File: src/mode_regs_pkg.sv
// Purpose: shared constants and carriers for the mode register bank 07h..0Ch
// Assumes: 6-bit mode address, 8-bit operand
// Notes:   set-point copies are indexed by the set-point select bits
package mode_regs_pkg;

  // mode addresses
  localparam logic [5:0] ADDR_REVISION_ID_TWO  = 6'h07;
  localparam logic [5:0] ADDR_DEVICE_ORG       = 6'h08;
  localparam logic [5:0] ADDR_CAL_RESET_CTRL   = 6'h0a;
  localparam logic [5:0] ADDR_TERMINATION_SEL  = 6'h0b;
  localparam logic [5:0] ADDR_CMD_BUS_REF      = 6'h0c;

  // organisation report fields
  localparam int         ORG_TYPE_LSB          = 0;
  localparam int         ORG_DENSITY_LSB       = 2;
  localparam int         ORG_WIDTH_LSB         = 6;
  localparam logic [1:0] ORG_TYPE_PREFETCH16   = 2'h0;
  localparam logic [3:0] ORG_DENSITY_4GB_DUAL  = 4'h0;
  localparam logic [1:0] ORG_WIDTH_X16         = 2'h0;

  // calibration reset control field
  localparam int         CAL_RESET_BIT         = 0;

  // termination select fields
  localparam int         DATA_TERM_LSB         = 0;
  localparam int         CMD_TERM_LSB          = 4;
  localparam logic [2:0] TERM_RESET            = 3'h0;
  localparam logic [2:0] TERM_RESERVED         = 3'h7;

  // command-bus reference fields
  localparam int         REF_LEVEL_LSB         = 0;
  localparam int         REF_RANGE_BIT         = 6;
  localparam logic [5:0] REF_LEVEL_RESET       = 6'h0d;
  localparam logic [5:0] REF_LEVEL_MAX         = 6'h32;
  localparam logic       REF_RANGE_RESET       = 1'b1;

  // one set-point copy of the per-set-point settings
  typedef struct packed {
    logic [2:0] cmd_term;    // command-bus termination code
    logic [2:0] data_term;   // data-bus termination code
    logic       ref_range;   // reference range select
    logic [5:0] ref_level;   // reference level code
  } set_point_t;

  // one mode-register command
  typedef struct packed {
    logic       write;       // write command
    logic       read;        // read command
    logic [5:0] addr;        // mode address
    logic [7:0] data;        // operand
  } mr_cmd_t;

endpackage : mode_regs_pkg

File: src/dram_mode_regs_7_to_12.sv
// Purpose: mode register bank at addresses 07h..0Ch
// Assumes: one command per cycle from the controller, same clock
// Notes:   read data is registered, valid one cycle after the read
`timescale 1ns/10ps
`default_nettype none
module dram_mode_regs_7_to_12
  import mode_regs_pkg::*;
#(
  parameter logic [7:0] REVISION_ID_TWO = 8'h00  // arbitrary value
)(
  // clock and reset
  input  wire logic       clk_i,
  input  wire logic       reset_n_i,
  // mode register commands
  input  wire logic       mr_write_i,
  input  wire logic       mr_read_i,
  input  wire logic [5:0] mr_addr_i,
  input  wire logic [7:0] mr_wdata_i,
  // set-point selects from the next register
  input  wire logic       write_set_point_sel_i,
  input  wire logic       operating_set_point_sel_i,
  // calibration pin strap, high when grounded
  input  wire logic       cal_pin_grounded_i,
  // read answer
  output logic [7:0]      mr_rdata_o,
  output logic            mr_rvalid_o,
  // active settings
  output logic [2:0]      data_bus_termination_o,
  output logic [2:0]      cmd_bus_termination_o,
  output logic [5:0]      cmd_bus_reference_level_o,
  output logic            cmd_reference_range_sel_o,
  // calibration default restore pulse and default-only flag
  output logic            calibration_default_restore_o,
  output logic            cal_default_only_o
);

  logic       rst_sync_q1;     // reset release stage 1
  logic       rst_sync_q2;     // reset release stage 2
  logic       strap_sync_q1;   // strap pin stage 1
  logic       strap_sync_q2;   // strap pin stage 2
  logic       strap_sync_q3;   // strap pin stage 3
  logic       strap_q;         // caught strap
  logic       strap_taken_q;   // strap caught flag
  mr_cmd_t    cmd;             // command carrier
  set_point_t copy0;           // set point 0
  set_point_t copy1;           // set point 1
  set_point_t wsel_copy;       // write-selected copy
  set_point_t op_copy;         // operating copy
  logic [7:0] rdata_d;         // read mux
  logic [7:0] rdata_q;         // registered read data
  logic       rvalid_q;        // read data valid
  logic       restore_q;       // calibration restore pulse

  // reset release through two flops
  always_ff @(posedge clk_i or negedge reset_n_i) begin
    if (!reset_n_i) begin
      rst_sync_q1 <= 1'b0;
      rst_sync_q2 <= 1'b0;
    end else begin
      rst_sync_q1 <= 1'b1;
      rst_sync_q2 <= rst_sync_q1;
    end
  end

  // bundle command
  assign cmd = '{write: mr_write_i, read: mr_read_i, addr: mr_addr_i, data: mr_wdata_i};

  // strap pin synchroniser, free running so it is full when reset lifts
  always_ff @(posedge clk_i) begin
    strap_sync_q1 <= cal_pin_grounded_i;
    strap_sync_q2 <= strap_sync_q1;
    strap_sync_q3 <= strap_sync_q2;
  end

  // strap is fixed after power: catch once after release, when stages agree
  always_ff @(posedge clk_i or negedge rst_sync_q2) begin
    if (!rst_sync_q2) begin
      strap_q       <= 1'b0;
      strap_taken_q <= 1'b0;
    end else if (!strap_taken_q && strap_sync_q2 == strap_sync_q3) begin
      strap_q       <= strap_sync_q3;
      strap_taken_q <= 1'b1;
    end
  end

  // per-set-point storage
  set_point_bank u_bank (
    .clk_i     (clk_i),
    .rst_n_i   (rst_sync_q2),
    .sel_i     (write_set_point_sel_i),
    .term_we_i (cmd.write && cmd.addr == ADDR_TERMINATION_SEL),
    .ref_we_i  (cmd.write && cmd.addr == ADDR_CMD_BUS_REF),
    .wdata_i   (cmd.data),
    .copy0_o   (copy0),
    .copy1_o   (copy1)
  );

  // copy selection
  assign wsel_copy = write_set_point_sel_i ? copy1 : copy0;
  assign op_copy   = operating_set_point_sel_i ? copy1 : copy0;

  // active settings from the operating copy
  assign data_bus_termination_o    = op_copy.data_term;
  assign cmd_bus_termination_o     = op_copy.cmd_term;
  assign cmd_bus_reference_level_o = op_copy.ref_level;
  assign cmd_reference_range_sel_o = op_copy.ref_range;

  // read mux; write-only addresses and others read zero
  always_comb begin
    rdata_d = 8'h00;
    case (cmd.addr)
      ADDR_REVISION_ID_TWO: rdata_d = REVISION_ID_TWO;
      ADDR_DEVICE_ORG: begin
        rdata_d[ORG_TYPE_LSB +: 2]    = ORG_TYPE_PREFETCH16;
        rdata_d[ORG_DENSITY_LSB +: 4] = ORG_DENSITY_4GB_DUAL;
        rdata_d[ORG_WIDTH_LSB +: 2]   = ORG_WIDTH_X16;
      end
      ADDR_CMD_BUS_REF: begin
        rdata_d[REF_LEVEL_LSB +: 6] = wsel_copy.ref_level;
        rdata_d[REF_RANGE_BIT]      = wsel_copy.ref_range;
      end
      default: rdata_d = 8'h00;
    endcase
  end

  // registered read answer
  always_ff @(posedge clk_i or negedge rst_sync_q2) begin
    if (!rst_sync_q2) begin
      rdata_q  <= 8'h00;
      rvalid_q <= 1'b0;
    end else begin
      rvalid_q <= cmd.read;
      rdata_q  <= cmd.read ? rdata_d : 8'h00;
    end
  end

  // calibration restore pulse, blocked by grounded pin
  always_ff @(posedge clk_i or negedge rst_sync_q2) begin
    if (!rst_sync_q2) begin
      restore_q <= 1'b0;
    end else begin
      restore_q <= cmd.write && cmd.addr == ADDR_CAL_RESET_CTRL
                   && cmd.data[CAL_RESET_BIT] && !strap_q;
    end
  end

  assign mr_rdata_o                    = rdata_q;
  assign mr_rvalid_o                   = rvalid_q;
  assign calibration_default_restore_o = restore_q;
  assign cal_default_only_o            = strap_q;
endmodule // dram_mode_regs_7_to_12
`default_nettype wire

File: src/set_point_bank.sv
// Purpose: two set-point copies of termination and reference settings
// Assumes: write strobes already qualified by address
// Notes:   only the selected copy is written; the other holds
`timescale 1ns/10ps
`default_nettype none
module set_point_bank
  import mode_regs_pkg::*;
(
  // clock and reset
  input  wire logic       clk_i,
  input  wire logic       rst_n_i,
  // write side
  input  wire logic       sel_i,
  input  wire logic       term_we_i,
  input  wire logic       ref_we_i,
  input  wire logic [7:0] wdata_i,
  // copies
  output set_point_t      copy0_o,
  output set_point_t      copy1_o
);

  set_point_t copy_q [2];  // both copies

  // reset default of one copy
  function automatic set_point_t reset_copy();
    set_point_t c;
    c.cmd_term  = TERM_RESET;
    c.data_term = TERM_RESET;
    c.ref_range = REF_RANGE_RESET;
    c.ref_level = REF_LEVEL_RESET;
    return c;
  endfunction

  // selected copy only takes the write
  always_ff @(posedge clk_i or negedge rst_n_i) begin
    if (!rst_n_i) begin
      copy_q[0] <= reset_copy();
      copy_q[1] <= reset_copy();
    end else begin
      if (term_we_i) begin
        copy_q[sel_i].data_term <= wdata_i[DATA_TERM_LSB +: 3];
        copy_q[sel_i].cmd_term  <= wdata_i[CMD_TERM_LSB +: 3];
      end
      if (ref_we_i) begin
        copy_q[sel_i].ref_level <= wdata_i[REF_LEVEL_LSB +: 6];
        copy_q[sel_i].ref_range <= wdata_i[REF_RANGE_BIT];
      end
    end
  end

  assign copy0_o = copy_q[0];
  assign copy1_o = copy_q[1];

endmodule // set_point_bank
`default_nettype wire

File: config.mk
export PLATFORM = sky130hd
export DESIGN_NAME = dram_mode_regs_7_to_12
export DESIGN_NICKNAME = d
export VERILOG_FILES = /design/src/mode_regs_pkg.sv /design/src/dram_mode_regs_7_to_12.sv /design/src/set_point_bank.sv
export SDC_FILE = /design/constraint.sdc
export NUM_CORES = 1
export LEC_CHECK = 0
export ABC_AREA = 1
export BUFFER_PORTS_ARGS = -buffer_cell sky130_fd_sc_hd__buf_2
export CELL_PAD_IN_SITES_DETAIL_PLACEMENT = 1
export CELL_PAD_IN_SITES_GLOBAL_PLACEMENT = 1
export CORE_ASPECT_RATIO = 0.5
export CORE_MARGIN = 1
export CORE_UTILIZATION = 30
export DETAILED_ROUTE_END_ITERATION = 7
export GPL_ROUTABILITY_DRIVEN = 0
export GPL_TIMING_DRIVEN = 0
export PLACE_DENSITY = 0.67
export SYNTH_ARGS = -nofsm -noshare
export SYNTH_HDL_FRONTEND = slang
export SYNTH_HIERARCHICAL = 1
export SYNTH_SLANG_ARGS = --single-unit
File: constraint.sdc
create_clock -name clk_i -period 1.3 [get_ports clk_i]
set_input_delay 0.065 -clock clk_i [delete_from_list [all_inputs] [get_ports clk_i]]
set_output_delay 0.065 -clock clk_i [all_outputs]
set_load 0.005 [all_outputs]
==> impl_results.md, run 1 <==
- Fill cell count: 729
- Yosys top cell by area: dfrtp_1
- Worst slew pin tran: 0.8192 ns
- Worst hold stages: 3
- Synthesized flop and latch total: 42
- Max-cap violation count: 0
- CP Class: flip-flop to primary output
- First-pass GRT wire length: 7.769 mm
- Clock-pin slew on the worst setup and hold paths: 0.06 ns
- Final Hold Vio Count: 0
- Gr busiest metal: met2
- Placed insts: 337
- Initial DRC count: 27
- Post-Layout Cell Count: 348
- Main synth FF type: dfrtp_1
- Final HPWL DP: 3.462 mm
- Met2 usage: 26.59%
- Final antenna-violating net count: 0
- Final Routed Wirelength: 4.685 mm
- Final Max Tran Viols: 0
- Hold slack final: 0.02410 ns
- Net count, final: 280
- M3 GR Usage: 3.708%
- Status: completed
- Initial Util: 31.35%
- Core box area: 0.006131 mm2
- Clock Tree Root: clkbuf_16
- Synth-to-layout area growth: 25.72%
- TritonCTS Buffers: 5
- # H-tree levels: 2
- Longest Clk Path Bufs: 2
- Die area: 0.006750 mm2
- Hold wc startpoint: mr_wdata_i[3]
- Setup-failing EPs final: 0
- Top-area cell type share of the netlist area: 40.36%
- Sequential share of the synthesized area: 54.43%
- R2R Setup Slk: 0.42 ns
- Critical R2R Capture: u_bank/copy0_o[11]
- Syn avg cell area: 9.240 um2
- Clock skew: 0.007724 ns
- Vias in the first global route: 1614
- Fin Setup TNS: 0 ns
- Worst EP required: 1.24 ns
- Buffers on Ports: 41
- Crit path DAT: 1.15 ns
- Grt met1 use: 19.65%
- DRC: 0
- Pwr Density: 1258 mW/mm2
- Post-CTS Setup Repair Bufs: 0
- FMAX: 0.8211 GHz
- Ranking of synthesized cells by instance count: 64 x nand2_1, 31 x dfrtp_1, 29 x nand3_1
- Initial antenna violation count: 0
- Syn Std Cell Area: 0.001922 mm2
- Rel. slew slack: 45.39%
- Crit path max fanout: 2
- Reg-to-Reg Start: rst_sync_q2
- Pleak: 1.249 nW
- Yosys warning count: 6
- HP Class: input port to flip-flop
- Total track usage: 15.38%
- Number of synthesized flops with an enable pin: 0
- TritonCTS clock tree: yes
- Largest net degree at the start of global routing: 38
- Total gr overflow: 0
- Post-route cell area: 0.002416 mm2
- Layout cell share with drive strength beyond 1: 33.46%
- Chip Height: 58.60 um
- CP endpoint kind: primary output
- Total number of vias: 1530
- Top-count cell post-synth: nand2_1
- Share of synthesized registers carrying an async set or reset: 92.86%
- Initial DRT Pass Iterations: 4
- Clock insertion delay at the later pin of the skew report: 0.28 ns
- Tmin final: 1.218 ns
- Hold Path End: u_bank/copy0_o[3]
- DR WL/cell: 13.46 um
- Num rows: 20
- Dpl cell area: 0.002238 mm2
- Synth cell types: 25
- RSZ-0062 raised after global routing: false
- I/O Pins: 45
- Die X: 115.2 um
- Tcrit/Tclk final: 93.68%
- Diode count: 0
- Synthesized instance count: 208
- Max VDD drop: 0.0006326 V
- Startpoint class of the critical path: flip-flop
- CTS Sinks: 42
- Synth top area cells: dfrtp_1 40%, nand2_1 13%, dfstp_2 11%, nand3_1 7.6%, mux2_4 4.7%
- Syn nets: 229
- R2r worst-path depth: 0
- Detail-routed via count per cell: 4.397
worst max-delay path: stages (launching register included):
cell and delay (ns):
dfstp_2 0.54, inv_1 0.05, o21ai_1 0.14, buf_2 0.14
cell usage in the layout, fill, tap and decap left out, types with 2 or more instances in the layout:
cell / synthesis / routed
dfstp_2: 8 / 8
buf_4: 4 / 4
dfxtp_1: 3 / 3
dlygate4sd3_1: 0 / 3
nor2_4: 2 / 2
clkbuf_16: 0 / 5
nand3_1: 29 / 29
conb_1: 2 / 2
buf_6: 5 / 5
dfrtp_1: 31 / 30
nand3b_1: 2 / 2
nor2_2: 2 / 2
a21oi_2: 2 / 2
buf_2: 1 / 42
nand2_2: 3 / 3
nor2_1: 14 / 14
a21oi_1: 5 / 5
o21ai_1: 7 / 7
mux2_4: 6 / 6
nand2_1: 64 / 64
inv_1: 12 / 12
sequential cells by signal, summed over array words and instances, names as in the netlist:
signal,flops
cal_default_only_o,1
strap_sync_q3,1
u_bank/copy1_o,13
mr_rvalid_o,1
calibration_default_restore_o,1
strap_sync_q2,1
rst_sync_q2,1
mr_rdata_o,7
strap_taken_q,1
u_bank/copy0_o,13
strap_sync_q1,1
rst_sync_q1,1
worst max-delay path by stage:
stage	start	to	slack [ns]	cells after the start
global placement	rst_sync_q2	mr_rdata_o[5]	-0.34	0
detailed placement	mr_addr_i[5]	u_bank/copy1_o[7]	-0.08	7
floorplan	rst_sync_q2	cal_default_only_o	0.15	0
global route	u_bank/copy0_o[3]	cmd_bus_reference_level_o[3]	0.006	3
CTS	u_bank/copy0_o[3]	cmd_bus_reference_level_o[3]	0.07	3
finish	u_bank/copy0_o[3]	cmd_bus_reference_level_o[3]	0.08	3
layer usage:
layer  part of all wire [%]  vias up
li1                       -      760
met1                     47      737
met2                     48       28
met3                    4.5        5
met4                   0.94        0
met5                      0        -
what timing repair did:
action	in CTS	in global routing
setup endpoints to repair	0	0
endpoints found under the hold margin	4	0
resized for setup	0	0
hold buffers	3	0
metrics by stage:
stage / power [W] / setup slack [ns] / utilization [%]
after floorplan: 0.001673 / 0.1485 / -
after global placement: 0.001805 / -0.3382 / 36.49
after detailed placement: 0.001824 / -0.07915 / 36.51
after CTS: 0.003085 / 0.07471 / 39.41
after global routing: 0.003198 / 0.005996 / 39.41
final: 0.003040 / 0.08212 / 39.41
cell type report:
| class | count | area [um2] | share of cell area, % |
|---|---|---|---|
| Tap cell | 88 | 110.1 | 4.557 |
| Sequential cell | 42 | 1047 | 43.35 |
| Buffer | 10 | 91.34 | 3.780 |
| Inverter | 14 | 57.56 | 2.382 |
| Clock buffer | 7 | 142.6 | 5.904 |
| Clock inverter | 1 | 5.005 | 0.2071 |
| Multi-Input combinational cell | 142 | 726.9 | 30.09 |
| Timing Repair Buffer | 44 | 235.2 | 9.736 |
where the power goes:
| part | switching, W | internal (W) | total, W |
|---|---|---|---|
| clock | 0.000478 | 0.000761 | 0.00124 |
| sequential | 0.0000699 | 0.00140 | 0.00147 |
| combinational | 0.000174 | 0.000154 | 0.000328 |
kinds of logic (layout without fill, tap and decap cells):
| group | after synthesis | after routing | share of synthesized area [%] |
|---|---|---|---|
| buffers and inverters | 24 | 76 | 7.747 |
| AOI/OAI and AO/OA | 16 | 16 | 4.752 |
| and+or+nand+nor | 118 | 118 | 27.99 |
| muxes | 6 | 6 | 4.688 |
| other | 2 | 2 | 0.3908 |
| DFF | 42 | 42 | 54.43 |
Power figures use the tool's default switching activity.
==> run 2, diff against run 1 <==
--- a/config.mk
+++ b/config.mk
@@ -7,6 +7,7 @@
 export LEC_CHECK = 0
 export ABC_AREA = 1
 export BUFFER_PORTS_ARGS = -buffer_cell sky130_fd_sc_hd__buf_2
+export CAP_MARGIN = 20
 export CELL_PAD_IN_SITES_DETAIL_PLACEMENT = 1
 export CELL_PAD_IN_SITES_GLOBAL_PLACEMENT = 1
 export CORE_ASPECT_RATIO = 0.5
@@ -15,7 +16,7 @@
 export DETAILED_ROUTE_END_ITERATION = 7
 export GPL_ROUTABILITY_DRIVEN = 0
 export GPL_TIMING_DRIVEN = 0
-export PLACE_DENSITY = 0.67
+export PLACE_DENSITY = 0.59
 export SYNTH_ARGS = -nofsm -noshare
 export SYNTH_HDL_FRONTEND = slang
 export SYNTH_HIERARCHICAL = 1
==> run 2 against run 1 <==
Against the previous run: sequential power hardly changed; power is 5.4% higher; wire length is 3.0% lower; die area stayed put; critical endpoint unchanged; first-iteration DRC count is 63% higher; highest routed layer unchanged; global-route usage is 0.13 points higher; non-clock buffer count stayed put.
==> impl_results.md, run 2 (synthesis gave the netlist of run 1 again) <==
- Initial DRT Pass Iterations: 4
- TritonCTS clock tree: yes
- Tmin final: 1.190 ns
- Crit. Startpoint: u_bank/copy0_o[3]
- Clock insertion delay at the later pin of the skew report: 0.29 ns
- Reg-to-Reg Start: rst_sync_q2
- CTS Sinks: 42
- CP Class: flip-flop to primary output
- CP endpoint kind: primary output
- Most common cell after layout, fill and taps aside: nand2_1
- Total gr overflow: 0
- Crit path max fanout: 2
- DR WL/cell: 13.06 um
- Post-route cell area: 0.002431 mm2
- HP Class: input port to flip-flop
- First-pass GRT wire length: 7.631 mm
- Die area: 0.006750 mm2
- Crit path capture: cmd_bus_reference_level_o[3]
- Final worst slack: 0.1096 ns
- RSZ-0062 raised after global routing: false
- Most frequent cells in the layout: 64 x nand2_1, 42 x buf_2, 30 x dfrtp_1
- Final Max Tran Viols: 0
- Pleak: 1.254 nW
- R2r worst-path depth: 0
- Post-CTS Resized: 0
- I/O Pins: 45
- Final Routed Wirelength: 4.545 mm
- Rel. slew slack: 45.03%
- Core box area: 0.006131 mm2
- Max VDD drop: 0.0006379 V
- Final Hold Vio Count: 0
- Final antenna-violating net count: 0
- Total track usage: 15.52%
- Clock Tree Root: clkbuf_16
- DRC: 0
- # H-tree levels: 2
- Setup-failing EPs final: 0
- Critical R2R Capture: u_bank/copy0_o[12]
- Vias in the first global route: 1527
- Initial antenna violation count: 0
- Initial Util: 31.35%
- Tcrit/Tclk final: 91.57%
- Max-cap violation count: 0
- Crit path DAT: 1.13 ns
- Die X: 115.2 um
- Net count, final: 280
- Clock-pin slew on the worst setup and hold paths: 0.06 ns
- Fill cell count: 743
- Clock skew: 0.006829 ns
- Largest net degree at the start of global routing: 38
- FMAX: 0.8401 GHz
- Synth-to-layout area growth: 26.50%
- Layout cell share with drive strength beyond 1: 33.08%
- Status: completed
- Worst slew pin tran: 0.8246 ns
- Worst EP required: 1.24 ns
- Buffers on Ports: 41
- Total number of vias: 1534
- Startpoint class of the critical path: flip-flop
- Detail-routed via count per cell: 4.408
- TritonCTS Buffers: 5
- Chip Height: 58.60 um
- Post-CTS Setup Repair Bufs: 0
- Pwr Density: 1318 mW/mm2
- Initial DRC count: 44
- Worst slack at placement: -0.05691 ns
- Dpl cell area: 0.002238 mm2
- Final HPWL DP: 3.303 mm
- R2R Setup Slk: 0.40 ns
- Diode count: 0
- Longest Clk Path Bufs: 2
- Num rows: 20
==> run 2: cell types whose count changed in the layout (fill, tap and decap cells not counted) <==
cell	previous run	this run
clkinv_2	1	0
clkbuf_1	1	2
clkbuf_8	1	0
bufinv_16	0	1
==> run 2: worst max-delay path, stage by stage, from the launching register on <==
cell and delay (ns):
dfstp_2 0.54, inv_1 0.05, o21ai_1 0.12, buf_2 0.13
==> run 2: where the power goes <==
| group | switching [W] | total, W | internal, W |
|---|---|---|---|
| registers | 0.0000706 | 0.00147 | 0.00140 |
| clock network | 0.000499 | 0.00141 | 0.000908 |
| logic | 0.000170 | 0.000324 | 0.000154 |
| total | 0.000739 | 0.00320 | 0.00246 |
==> run 2: area by class of cell <==
type	count	area, um2	area share [%]
clock inverter	1	30.03	1.235
buffer	10	91.34	3.757
sequential	42	1047	43.08
multi-input combinational	142	726.9	29.90
timing repair buffer	44	235.2	9.676
inverter	14	57.56	2.367
tap	88	110.1	4.529
clock buffer	7	132.6	5.455
==> run 2: what timing repair did <==
action / CTS / global route
hold endpoints to repair: 4 / 0
hold buffers: 3 / 0
endpoints found under the setup margin: 0 / 0
==> run 2: stage by stage <==
step | power (W) | std cells | TNS (ns) | hold WS [ns] | util (%)
4_1_cts | 0.003258 | 348 | 0 | 0.009608 | 39.65
5_1_grt | 0.003370 | 348 | 0 | 0.02406 | 39.65
6_report | 0.003204 | 348 | 0 | 0.01266 | 39.65
3_3_place_gp | 0.001807 | 337 | -10.79 | -0.1482 | 36.49
3_5_place_dp | 0.001821 | 337 | -0.2075 | -0.1463 | 36.51
2_1_floorplan | 0.001673 | 208 | 0 | -0.2306 | -
==> run 2: how the worst min path moves through the flow <==
stage,from,endpoint,slack (ns),cells after the start
6_report,mr_wdata_i[3],u_bank/copy0_o[3],0.01,3
5_1_grt,mr_wdata_i[3],u_bank/copy0_o[3],0.02,3
4_1_cts,mr_wdata_i[3],u_bank/copy0_o[3],0.01,3
3_5_place_dp,reset_n_i,rst_sync_q1,-0.15,1
3_3_place_gp,reset_n_i,rst_sync_q1,-0.15,1
2_1_floorplan,reset_n_i,rst_sync_q1,-0.23,0
==> run 2: per-layer routing <==
metal / vias to the layer above / GRT usage [%] / wire [um]
li1: 766 / - / -
met1: 737 / 19.90 / 2246
met2: 29 / 24.87 / 2034
met3: 2 / 5.355 / 233
met4: 0 / 5.009 / 30
met5: - / 0 / 0
